--- config.mk ---
export PLATFORM = sky130hd
export DESIGN_NAME = ddfl_top
export DESIGN_NICKNAME = d
export VERILOG_FILES = /design/src/rtl/ddfl_pkg.sv /design/src/rtl/ddfl_sync.sv /design/src/rtl/ddfl_wl_lane.sv /design/src/rtl/ddfl_top.sv
export SDC_FILE = /design/constraint.sdc
export NUM_CORES = 1
export LEC_CHECK = 0
export BUFFER_PORTS_ARGS = -buffer_cell sky130_fd_sc_hd__buf_2
export CAP_MARGIN = 40
export CORE_UTILIZATION = 40
export CTS_BUF_LIST = sky130_fd_sc_hd__clkbuf_2
export DETAILED_ROUTE_END_ITERATION = 12
export GPL_TIMING_DRIVEN = 0
export PLACE_DENSITY = 0.68
export SLEW_MARGIN = 25
export SYNTH_ARGS = -nofsm -noshare
export SYNTH_HDL_FRONTEND = slang
export SYNTH_SLANG_ARGS = --single-unit
--- constraint.sdc ---
create_clock -name clk -period 2.5 [get_ports clk]
set_clock_uncertainty 0.15 [all_clocks]
set_input_delay 0.625 -clock clk [delete_from_list [all_inputs] [get_ports clk]]
set_output_delay 0.625 -clock clk [all_outputs]
set_load 0.02 [all_outputs]
--- src/rtl/ddfl_pkg.sv ---
// Shared constants for the DLL switching, frequency change and write leveling device model.
// Assumes a 100 MHz system clock and pins sampled from a slower, unrelated link clock.
// Functional notes
// - Writing one to the DLL-disable bit puts device in DLL-off until cleared.
// - In self refresh past tCKSRE the device ignores the clock.
// - Power-down change: ODT low keeps termination off; disabled termination stays off.
// - In leveling, sample clock on rising strobe edge and return it on data.
// - In leveling device terminates strobes; controller terminates data bus.
// - Sixteen-bit device levels each byte lane from its own strobe pair.
// - Mode register 1 bit A7 one enters write leveling, zero leaves it.
// - DLL-off needs only CAS latency 6 and CAS write latency 6.
package ddfl_pkg;
  // Register byte offsets
  localparam logic [4:0] REG_CTRL   = 5'h00;
  localparam logic [4:0] REG_STATUS = 5'h04;
  localparam logic [4:0] REG_ERR    = 5'h08;
  localparam logic [4:0] REG_MR0    = 5'h0C;
  localparam logic [4:0] REG_MR1    = 5'h10;
  localparam logic [4:0] REG_MR2    = 5'h14;
  localparam logic [1:0] CTRL_RESET = 2'h0;
  localparam int CTRL_FB_ALL  = 0;
  localparam int CTRL_ERR_EN  = 1;
  // Mode register field positions
  localparam int MR1_DLL_OFF  = 0;
  localparam int MR1_WL       = 7;
  localparam int MR1_QOFF     = 12;
  localparam int MR0_DLL_RST  = 8;
  localparam logic [12:0] MR_RESET     = 13'h0000;
  localparam logic [12:0] MR1_RTT_MASK = 13'h0244;
  localparam logic [12:0] MR2_RTT_MASK = 13'h0600;
  localparam logic [12:0] MR0_CL_MASK  = 13'h0074;
  localparam logic [12:0] MR0_CL6      = 13'h0020;
  localparam logic [12:0] MR2_CWL_MASK = 13'h0038;
  localparam logic [12:0] MR2_CWL6     = 13'h0008;
  // Command codes {ras_n, cas_n, we_n}
  localparam logic [2:0] CMD_MRS = 3'h0;
  localparam logic [2:0] CMD_REF = 3'h1;
  localparam logic [2:0] CMD_NOP = 3'h7;
  // Timing
  localparam int CLK_PERIOD_NS = 10;
  localparam int TCKSRE_NS     = 10;
  localparam int TCKSRE_CYC    = (TCKSRE_NS + CLK_PERIOD_NS - 1) / CLK_PERIOD_NS;
  localparam int TDLLK_NCK     = 512;
  localparam int ERR_W         = 3;
  typedef enum logic [1:0] {ST_IDLE, ST_SELF_REF, ST_PWR_DN} ddfl_state_e;
endpackage

--- src/rtl/ddfl_sync.sv ---
// Two-stage synchroniser for a bundle of pin levels.
// Assumes each bit is slow next to clk; bits may resolve one cycle apart.
`timescale 1ns/1ps
module ddfl_sync #(
  parameter int W = 1
) (
  input  wire logic         clk,
  input  wire logic         nrst,
  input  wire logic [W-1:0] din,
  output logic      [W-1:0] dout
);
  logic [W-1:0] stage1;
  logic [W-1:0] next_stage1;
  logic [W-1:0] next_dout;

  always_comb begin
    next_stage1 = din;
    next_dout   = stage1;
  end

  always_ff @(posedge clk or negedge nrst) begin
    if (!nrst) begin
      stage1 <= '0;
      dout   <= '0;
    end else begin
      stage1 <= next_stage1;
      dout   <= next_dout;
    end
  end
endmodule

--- src/rtl/ddfl_wl_lane.sv ---
// One byte lane of write-leveling feedback.
// Assumes strobe and clock levels already synchronised to clk.
`timescale 1ns/1ps
module ddfl_wl_lane (
  input  wire logic clk,
  input  wire logic nrst,
  input  wire logic strobe,
  input  wire logic ckLevel,
  input  wire logic enable,
  output logic      sample,
  output logic      strobeRise
);
  logic prevStrobe;
  logic next_sample;

  always_comb begin
    strobeRise  = strobe & ~prevStrobe;
    next_sample = sample;
    if (enable && strobeRise) begin
      next_sample = ckLevel;
    end else if (!enable) begin
      next_sample = 1'b0;
    end
  end

  always_ff @(posedge clk or negedge nrst) begin
    if (!nrst) begin
      prevStrobe <= 1'b0;
      sample     <= 1'b0;
    end else begin
      prevStrobe <= strobe;
      sample     <= next_sample;
    end
  end
endmodule

--- src/rtl/ddfl_top.sv ---
// Device-side mode, DLL, self refresh, power-down and write-leveling logic.
// Assumes the controller keeps its sequencing; pins arrive asynchronous to clk.
//
// Decided for this implementation: the Avalon-MM register port and the placing of the registers.
`timescale 1ns/1ps
module ddfl_top #(
  parameter int TDLLK = ddfl_pkg::TDLLK_NCK
) (
  input  wire logic        clk,
  input  wire logic        nrst,
  input  wire logic [4:0]  avsAddress,
  input  wire logic        avsRead,
  input  wire logic        avsWrite,
  input  wire logic [31:0] avsWritedata,
  input  wire logic [3:0]  avsByteenable,
  output logic      [31:0] avsReaddata,
  output logic             avsWaitrequest,
  input  wire logic        ck,
  input  wire logic        cke,
  input  wire logic        odt,
  input  wire logic        csN,
  input  wire logic        rasN,
  input  wire logic        casN,
  input  wire logic        weN,
  input  wire logic [2:0]  ba,
  input  wire logic [12:0] addr,
  input  wire logic        upperStrobePair,
  input  wire logic        lowerStrobePair,
  output logic      [15:0] dqOut,
  output logic             dqOeN,
  output logic             strobeTermOn,
  output logic             dqTermOn,
  output logic             dllLockedOut
);
  // ----------------------------------------
  // Pin synchronisation
  // ----------------------------------------
  logic [24:0] pinSync;
  logic ckS, ckeS, odtS, csNS, rasNS, casNS, weNS, upS, loS;
  logic [2:0]  baS;
  logic [12:0] addrS;

  ddfl_sync #(.W(25)) uSync (
    .clk  (clk),
    .nrst (nrst),
    .din  ({ck, cke, odt, csN, rasN, casN, weN, ba, addr, upperStrobePair, lowerStrobePair}),
    .dout (pinSync)
  );
  assign {ckS, ckeS, odtS, csNS, rasNS, casNS, weNS, baS, addrS, upS, loS} = pinSync;

  // ----------------------------------------
  // State
  // ----------------------------------------
  ddfl_pkg::ddfl_state_e state, next_state;
  logic [12:0] mr0, mr1, mr2, next_mr0, next_mr1, next_mr2;
  logic [15:0] lockCnt, next_lockCnt;
  logic        locking, next_locking, dllLocked, next_dllLocked;
  logic [7:0]  sreCnt, next_sreCnt;
  logic        clockIgnored, next_clockIgnored;
  logic        prevCk, prevCke, clUnsupported, next_clUnsupported;
  logic [ddfl_pkg::ERR_W-1:0] err, next_err, errSet;
  logic [1:0]  ctrl, next_ctrl;
  logic        waitReq, next_waitReq;
  logic [31:0] readData, next_readData;
  logic [15:0] next_dqOut;
  logic        next_dqOeN, next_strobeTerm, next_dqTerm;
  logic        ckRise, ckeFall, cmdValid, isMrs, isRef, busAck;
  logic        dllOff, wlMode, qoff, rttAny, rttNomEn;
  logic        upSample, loSample, upRise, loRise;

  assign dllOff   = mr1[ddfl_pkg::MR1_DLL_OFF];
  assign wlMode   = mr1[ddfl_pkg::MR1_WL];
  assign qoff     = mr1[ddfl_pkg::MR1_QOFF];
  assign rttNomEn = |(mr1 & ddfl_pkg::MR1_RTT_MASK);
  assign rttAny   = rttNomEn | (|(mr2 & ddfl_pkg::MR2_RTT_MASK));

  assign ckRise   = ckS & ~prevCk & ~clockIgnored;
  assign cmdValid = ckRise & ~csNS;
  assign isMrs    = cmdValid & ({rasNS, casNS, weNS} == ddfl_pkg::CMD_MRS) & ~baS[2];
  assign isRef    = cmdValid & ({rasNS, casNS, weNS} == ddfl_pkg::CMD_REF);
  assign ckeFall  = ckRise & prevCke & ~ckeS;

  // ----------------------------------------
  // Write-leveling lanes
  // ----------------------------------------
  // lanes leveled separately
  ddfl_wl_lane uLaneLo (
    .clk        (clk),
    .nrst       (nrst),
    .strobe     (loS),
    .ckLevel    (ckS),
    .enable     (wlMode),
    .sample     (loSample),
    .strobeRise (loRise)
  );
  ddfl_wl_lane uLaneUp (
    .clk        (clk),
    .nrst       (nrst),
    .strobe     (upS),
    .ckLevel    (ckS),
    .enable     (wlMode),
    .sample     (upSample),
    .strobeRise (upRise)
  );

  // ----------------------------------------
  // Device sequencing
  // ----------------------------------------
  always_comb begin
    next_state         = state;
    next_mr0           = mr0;
    next_mr1           = mr1;
    next_mr2           = mr2;
    next_lockCnt       = lockCnt;
    next_locking       = locking;
    next_dllLocked     = dllLocked;
    next_sreCnt        = sreCnt;
    next_clockIgnored  = clockIgnored;
    errSet             = '0;
    unique case (state)
      ddfl_pkg::ST_IDLE: begin
        if (ckeFall && isRef) begin
          next_state = ddfl_pkg::ST_SELF_REF;
        end else if (ckeFall) begin
          next_state = ddfl_pkg::ST_PWR_DN;
        end else if (isMrs) begin
          unique case (baS[1:0])
            2'h0: next_mr0 = addrS;
            2'h1: next_mr1 = addrS;
            2'h2: next_mr2 = addrS;
            default: ;
          endcase
          if (baS[1:0] == 2'h0 && addrS[ddfl_pkg::MR0_DLL_RST] && !dllOff) begin
            next_locking   = 1'b1;
            next_dllLocked = 1'b0;
            next_lockCnt   = '0;
          end
          if (baS[1:0] == 2'h1 && addrS[ddfl_pkg::MR1_DLL_OFF]) begin
            next_dllLocked = 1'b0;
            next_locking   = 1'b0;
          end
        end else if (cmdValid && wlMode && {rasNS, casNS, weNS} != ddfl_pkg::CMD_NOP) begin
          errSet[2] = 1'b1;
        end
      end
      ddfl_pkg::ST_SELF_REF: begin
        if (!clockIgnored && sreCnt < 8'(ddfl_pkg::TCKSRE_CYC)) begin
          next_sreCnt = sreCnt + 8'h01;
        end else begin
          next_clockIgnored = 1'b1;
        end
        if (ckeS) begin
          next_state        = ddfl_pkg::ST_IDLE;
          next_clockIgnored = 1'b0;
          next_sreCnt       = '0;
          next_dllLocked    = 1'b0;
          next_locking      = 1'b0;
        end
      end
      ddfl_pkg::ST_PWR_DN: begin
        if (ckRise && ckeS) begin
          next_state     = ddfl_pkg::ST_IDLE;
          next_dllLocked = 1'b0;
        end
      end
      default: next_state = ddfl_pkg::ST_IDLE;
    endcase
    if (locking && ckRise) begin
      next_lockCnt = lockCnt + 16'h0001;
      if (lockCnt == 16'(TDLLK - 1)) begin
        next_locking   = 1'b0;
        next_dllLocked = 1'b1;
      end
    end
    if (locking && state == ddfl_pkg::ST_IDLE) begin
      errSet[0] = ckRise & ~ckeS;
      errSet[1] = ckRise & odtS & rttAny;
    end
    next_clUnsupported = dllOff &&
      (((mr0 & ddfl_pkg::MR0_CL_MASK) != ddfl_pkg::MR0_CL6) ||
       ((mr2 & ddfl_pkg::MR2_CWL_MASK) != ddfl_pkg::MR2_CWL6));
  end

  // ----------------------------------------
  // Pin outputs and register bus
  // ----------------------------------------
  always_comb begin
    next_dqOut = ctrl[ddfl_pkg::CTRL_FB_ALL] ? {{8{upSample}}, {8{loSample}}}
                                              : {7'h00, upSample, 7'h00, loSample};
    next_dqOeN = ~(wlMode & ~qoff);
    next_strobeTerm = odtS & (wlMode | (rttNomEn & state != ddfl_pkg::ST_SELF_REF));
    // data termination follows ODT only if enabled
    next_dqTerm = odtS & ~wlMode & rttNomEn & state != ddfl_pkg::ST_SELF_REF;

    busAck        = (avsRead | avsWrite) & waitReq;
    next_waitReq  = ~busAck;
    next_readData = readData;
    next_ctrl     = ctrl;
    // Hardware set wins over software clear
    next_err      = err;
    if (busAck && avsWrite && avsByteenable[0]) begin
      if (avsAddress == ddfl_pkg::REG_CTRL) begin
        next_ctrl = avsWritedata[1:0];
      end else if (avsAddress == ddfl_pkg::REG_ERR) begin
        next_err = err & ~avsWritedata[ddfl_pkg::ERR_W-1:0];
      end
    end
    if (ctrl[ddfl_pkg::CTRL_ERR_EN]) begin
      next_err = next_err | errSet;
    end
    if (busAck && avsRead) begin
      unique case (avsAddress)
        ddfl_pkg::REG_CTRL:   next_readData = {30'h0, ctrl};
        ddfl_pkg::REG_STATUS: next_readData = {24'h0, clUnsupported, locking, clockIgnored,
                                               dllLocked, wlMode, dllOff, 2'(state)};
        ddfl_pkg::REG_ERR:    next_readData = {29'h0, err};
        ddfl_pkg::REG_MR0:    next_readData = {19'h0, mr0};
        ddfl_pkg::REG_MR1:    next_readData = {19'h0, mr1};
        ddfl_pkg::REG_MR2:    next_readData = {19'h0, mr2};
        default:              next_readData = 32'h0;
      endcase
    end
  end

  always_ff @(posedge clk or negedge nrst) begin
    if (!nrst) begin
      state         <= ddfl_pkg::ST_IDLE;
      mr0           <= ddfl_pkg::MR_RESET;
      mr1           <= ddfl_pkg::MR_RESET;
      mr2           <= ddfl_pkg::MR_RESET;
      lockCnt       <= '0;
      locking       <= 1'b0;
      dllLocked     <= 1'b0;
      sreCnt        <= '0;
      clockIgnored  <= 1'b0;
      prevCk        <= 1'b0;
      prevCke       <= 1'b0;
      clUnsupported <= 1'b0;
      err           <= '0;
      ctrl          <= ddfl_pkg::CTRL_RESET;
      waitReq       <= 1'b1;
      readData      <= 32'h0;
      dqOut         <= 16'h0;
      dqOeN         <= 1'b1;
      strobeTermOn  <= 1'b0;
      dqTermOn      <= 1'b0;
      dllLockedOut  <= 1'b0;
    end else begin
      state         <= next_state;
      mr0           <= next_mr0;
      mr1           <= next_mr1;
      mr2           <= next_mr2;
      lockCnt       <= next_lockCnt;
      locking       <= next_locking;
      dllLocked     <= next_dllLocked;
      sreCnt        <= next_sreCnt;
      clockIgnored  <= next_clockIgnored;
      prevCk        <= ckS;
      prevCke       <= ckRise ? ckeS : prevCke;
      clUnsupported <= next_clUnsupported;
      err           <= next_err;
      ctrl          <= next_ctrl;
      waitReq       <= next_waitReq;
      readData      <= next_readData;
      dqOut         <= next_dqOut;
      dqOeN         <= next_dqOeN;
      strobeTermOn  <= next_strobeTerm;
      dqTermOn      <= next_dqTerm;
      dllLockedOut  <= next_dllLocked;
    end
  end

  assign avsWaitrequest = waitReq;
  assign avsReaddata    = readData;

  // ----------------------------------------
  // Assertions
  // ----------------------------------------
  bus_answer_a: assert property (@(posedge clk) disable iff (!nrst)
    (avsRead || avsWrite) && avsWaitrequest |=> !avsWaitrequest ##1 avsWaitrequest)
    else $error("bus answer not one cycle after request");
  dll_off_bit_a: assert property (@(posedge clk) disable iff (!nrst)
    isMrs && baS[1:0] == 2'h1 && state == ddfl_pkg::ST_IDLE && !ckeFall |=> dllOff == $past(addrS[0]))
    else $error("DLL-off bit not taken from MRS");
  wl_enter_a: assert property (@(posedge clk) disable iff (!nrst)
    isMrs && baS[1:0] == 2'h1 && state == ddfl_pkg::ST_IDLE && !ckeFall |=> wlMode == $past(addrS[7]))
    else $error("leveling mode not taken from MRS");
  wl_sample_a: assert property (@(posedge clk) disable iff (!nrst)
    (loRise && wlMode ##1 wlMode) |=> loSample == $past(ckS, 2) && dqOut[0] == $past(ckS, 2))
    else $error("leveling feedback not the sampled clock");
  wl_sample_up_a: assert property (@(posedge clk) disable iff (!nrst)
    (upRise && wlMode ##1 wlMode) |=> upSample == $past(ckS, 2) && dqOut[8] == $past(ckS, 2))
    else $error("upper lane feedback not the sampled clock");
  lane_split_a: assert property (@(posedge clk) disable iff (!nrst)
    ctrl[0] && $stable(ctrl) |=> dqOut[15:8] == {8{$past(upSample)}} && dqOut[7:0] == {8{$past(loSample)}})
    else $error("byte lanes do not follow own strobe");
  strobe_term_a: assert property (@(posedge clk) disable iff (!nrst)
    wlMode && odtS |=> strobeTermOn && !dqTermOn)
    else $error("strobe termination missing in leveling");
  pd_term_a: assert property (@(posedge clk) disable iff (!nrst)
    state == ddfl_pkg::ST_PWR_DN && (!odtS || !rttNomEn) |=> !dqTermOn)
    else $error("termination on in power-down");
  clk_ignore_a: assert property (@(posedge clk) disable iff (!nrst)
    clockIgnored && !ckeS |=> state == ddfl_pkg::ST_SELF_REF && $stable(mr1) && $stable(mr0))
    else $error("clock not ignored in self refresh");
  cl_check_a: assert property (@(posedge clk) disable iff (!nrst)
    dllOff && ((mr0 & ddfl_pkg::MR0_CL_MASK) != ddfl_pkg::MR0_CL6) |=> clUnsupported)
    else $error("unsupported latency not flagged");
  wl_feedback_c: cover property (@(posedge clk) disable iff (!nrst) wlMode && $rose(dqOut[0]));
  self_ref_c: cover property (@(posedge clk) disable iff (!nrst) $rose(clockIgnored));
  pwr_dn_c: cover property (@(posedge clk) disable iff (!nrst) state == ddfl_pkg::ST_PWR_DN);
  relock_c: cover property (@(posedge clk) disable iff (!nrst) $rose(dllLocked));
endmodule

==> qor.csv <==
metric,value,unit
status,finished with violations,
violated_checks,DRC,
number_of_enable_type_register_cells_in_the_synthesized_netlist,0,
clk_transition_reported_paths,0.22,ns
postSynthAreaPerCell,12.57,um2
n_fill_cell,1283,
timing.critical_path.fanout_max,10,
final_min_period_over_clock_period,0.9662,
worst_skew_pair_later_pin_latency,0.70,ns
timing_worst_setup_path_type,flop to flop,
antenna_left,0,
start_kind,flop,
layout.cells.non_filler,821,
synth-async-reset-ratio,1.000,
vdd_ir_drop_max,0.0002078,V
mostFrequentLayoutCells,"sky130_fd_sc_hd__dfrtp_1 (148), sky130_fd_sc_hd__buf_2 (71), sky130_fd_sc_hd__nand2_1 (32)",
switching_part_of_the_total,0.2716,
intPower,2953,uW
placement_rows,44,
top_signal_layer_used,met4,
post_drt_wl_per_cell,15.33,um
port_buffers,70,
share_of_the_core_filled_with_cells,0.4950,
multi_input_gate_area_in_the_final_layout,2034,um2
worstReg2RegStart,clockIgnored,
required,2.94,ns
buffer_depth_of_the_longest_clock_path,2,
ff_latch_area,3782,um2
r2r_slack,0.08,ns
p_leak,0.003643,uW
place_congestion,0.8250,
drtPass1Iterations,11,
synthCells,484,
cts_buffers,17,
cts_root_buffer,sky130_fd_sc_hd__clkbuf_2,
crit_arrival,2.86,ns
post-route-drc-count,6,
wl_met3,577,um
final_nets,696,
cts_post_setup_buffers_inserted,0,
netlist.top_cell.by_area,sky130_fd_sc_hd__dfrtp_1,
end_kind,flop,
power_per_cell_area,557.2,nW/um2
maximum_number_of_pins_on_one_net_before_global_route_repair,92,
grt_pass1_vias,4241,
post_layout_total_power,4054,uW
worstMarginPinSlew,0.7331,ns
final_common_cell,sky130_fd_sc_hd__dfrtp_1,
synthesis.yosys.warnings,0,
dr_wl_met2,6112,um
tritoncts_clock_tree,built,
whs_path_depth,0,
unrepaired_setup_endpoints_after_global_routing,no,
layout-area-overhead-vs-synth,19.58,%
slew_headroom,0.5043,
final_hold_viol_count,0,
finalSetupViolCount,0,
clock.fmax,0.4140,GHz
wirelength_met1,5592,um
drt-vias-per-instance,5.052,
floorplan.io_pins,123,
synth_area,6085,um2
dp_hpwl,8817,um
clock_tree.htree_level_count,4,
dr.first_iter.drc_count,326,
rr_endpoint,mr2[8],
path_class_of_the_lowest_slack_min_delay_path,flop to flop,
first_pass_grt_wire_length,21250,um
drive_gt1_frac,0.3066,
crit_start,clockIgnored,
timing.reg2reg.worst_path_depth,6,
initial_core_util,0.4139,
postSynthRegisterBits,151,
vias,4148,
pwr-share-comb,0.082,
global_route.overflow_total,0,
report.final.slew_viol_count,0,
yosys-top-cells-area,"sky130_fd_sc_hd__dfrtp_1 (61%), sky130_fd_sc_hd__mux2_2 (5.7%), sky130_fd_sc_hd__buf_4 (3.8%), sky130_fd_sc_hd__mux2_4 (2.5%), sky130_fd_sc_hd__o21ai_0 (2.1%)",
grt.total_usage,0.1749,
numPlacedInstances,757,
number_of_antenna_violations_at_the_first_check_in_global_routing,1,
die_height,125.3,um
finalWirelength,12590,um
netlist.area_leader.share,0.6128,
power_frac_seq,0.646,
number_of_unique_standard_cell_types_used_by_synthesis,56,
netSwitchingPower,1101,uW
cap_violations,0,
period_needed,2.415,ns
floorplan.core_area,14700,um2
die_width,125.3,um
die_outline_area,15710,um2
ys.flop_type,sky130_fd_sc_hd__dfrtp_1,
critPathCapture,mr2[8],
pwr-share-clk,0.272,
cts_num_sinks,151,
synth-seq-area-share,0.6214,
-- power groups by stage --
stage | registers [uW] | clock network, uW | logic, uW
after CTS | 2620 | 1150 | 335
final | 2620 | 1100 | 332
after global routing | 2640 | 1260 | 370
after global placement | 2660 | 0 | 279
after detailed placement | 2660 | 0 | 295
after floorplan | 2640 | 0 | 164
-- synthesized netlist by cell type, drive strengths merged, types with 3 or more instances --
cell	number
ha	3
a22oi	5
buf	36
a21o	11
o21ai	25
nor3	8
dfrtp	149
mux2	41
nor2b	6
nor4b	4
nor2	24
nand2b	3
a31oi	8
mux2i	8
a21oi	23
nand4	5
and3	5
o31ai	3
nand3	13
nand2	34
a222oi	5
inv	5
clkbuf	14
o2bb2ai	3
and2	9
nor4	6
o22ai	4
a221oi	3
-- worst max-delay path, cell delays in order, from the launching register on --
cell	delay, ns
sky130_fd_sc_hd__dfrtp_2	0.50
sky130_fd_sc_hd__or3b_4	0.44
sky130_fd_sc_hd__nor4_4	0.35
sky130_fd_sc_hd__and2_4	0.27
sky130_fd_sc_hd__nand3b_4	0.12
sky130_fd_sc_hd__buf_6	0.19
sky130_fd_sc_hd__mux2_4	0.30
-- flip-flops by register name, summed over array words and instances (netlist names), 2 cells and up --
name	cells
dqOut	4
avsReaddata	13
uSync.next_dout	25
ctrl	2
mr2	13
sreCnt	8
lockCnt	16
err	3
state	2
mr1	13
uSync.dout	25
mr0	13
-- routing by layer --
layer	vias up	GRT usage
met4	0	0.08967
li1	1968	-
met1	2023	0.2272
met2	135	0.2810
met5	-	0
met3	22	0.03295
-- cells by family after synthesis --
kind of cell               after synthesis  share of synthesized area
AOI/OAI and AO/OA                       97                     0.1024
xor gates and xnor gates                 1                   0.001440
adders and majority gates                3                   0.006170
buffers and inverters                   55                    0.05717
DFF                                    151                     0.6214
muxes                                   49                    0.09521
other                                    1                  0.0006163
and+or+nand+nor                        127                     0.1156
-- through the flow --
step	TNS, ns	cell area, um2	worst slack (ns)	hold slack (ns)
after CTS	0	7264	0.07879	0.1687
final	0	7276	0.08454	0.1866
after floorplan	0	6152	0.2267	0.1794
after detailed placement	-4.405	6770	-0.4480	0.1847
after global placement	-206.89	6733	-1.367	0.1840
after global routing	0	7276	0.01637	0.2054
-- worst min-delay path by stage --
stage	endpoint	start	slack [ns]
2_1_floorplan	avsReaddata[0]	nrst	0.18
4_1_cts	avsReaddata[2]	avsAddress[0]	0.17
5_1_grt	prevCke	nrst	0.21
3_5_place_dp	uSync.dout[1]	uSync.next_dout[1]	0.18
6_report	uSync.dout[1]	uSync.next_dout[1]	0.19
3_3_place_gp	uSync.dout[10]	uSync.next_dout[10]	0.18
-- what timing repair did --
action                     in CTS  in global routing
hold endpoints to repair       91                  0
gates cloned                    0                  0
gates resized for setup         1                  4
pin swaps                       0                  0
hold buffers                   31                  0
setup endpoints to repair       4                  8
-- area by class of cell --
cell class	instances	area share
Inverter	5	0.002580
Timing Repair Buffer	102	0.09596
Antenna cell	1	0.0003439
Clock inverter	13	0.01152
Sequential cell	151	0.5199
Multi-Input combinational cell	296	0.2796
Buffer	50	0.04540
Tap cell	184	0.03164
Clock buffer	19	0.01307
(Power assumes the default switching activity.)
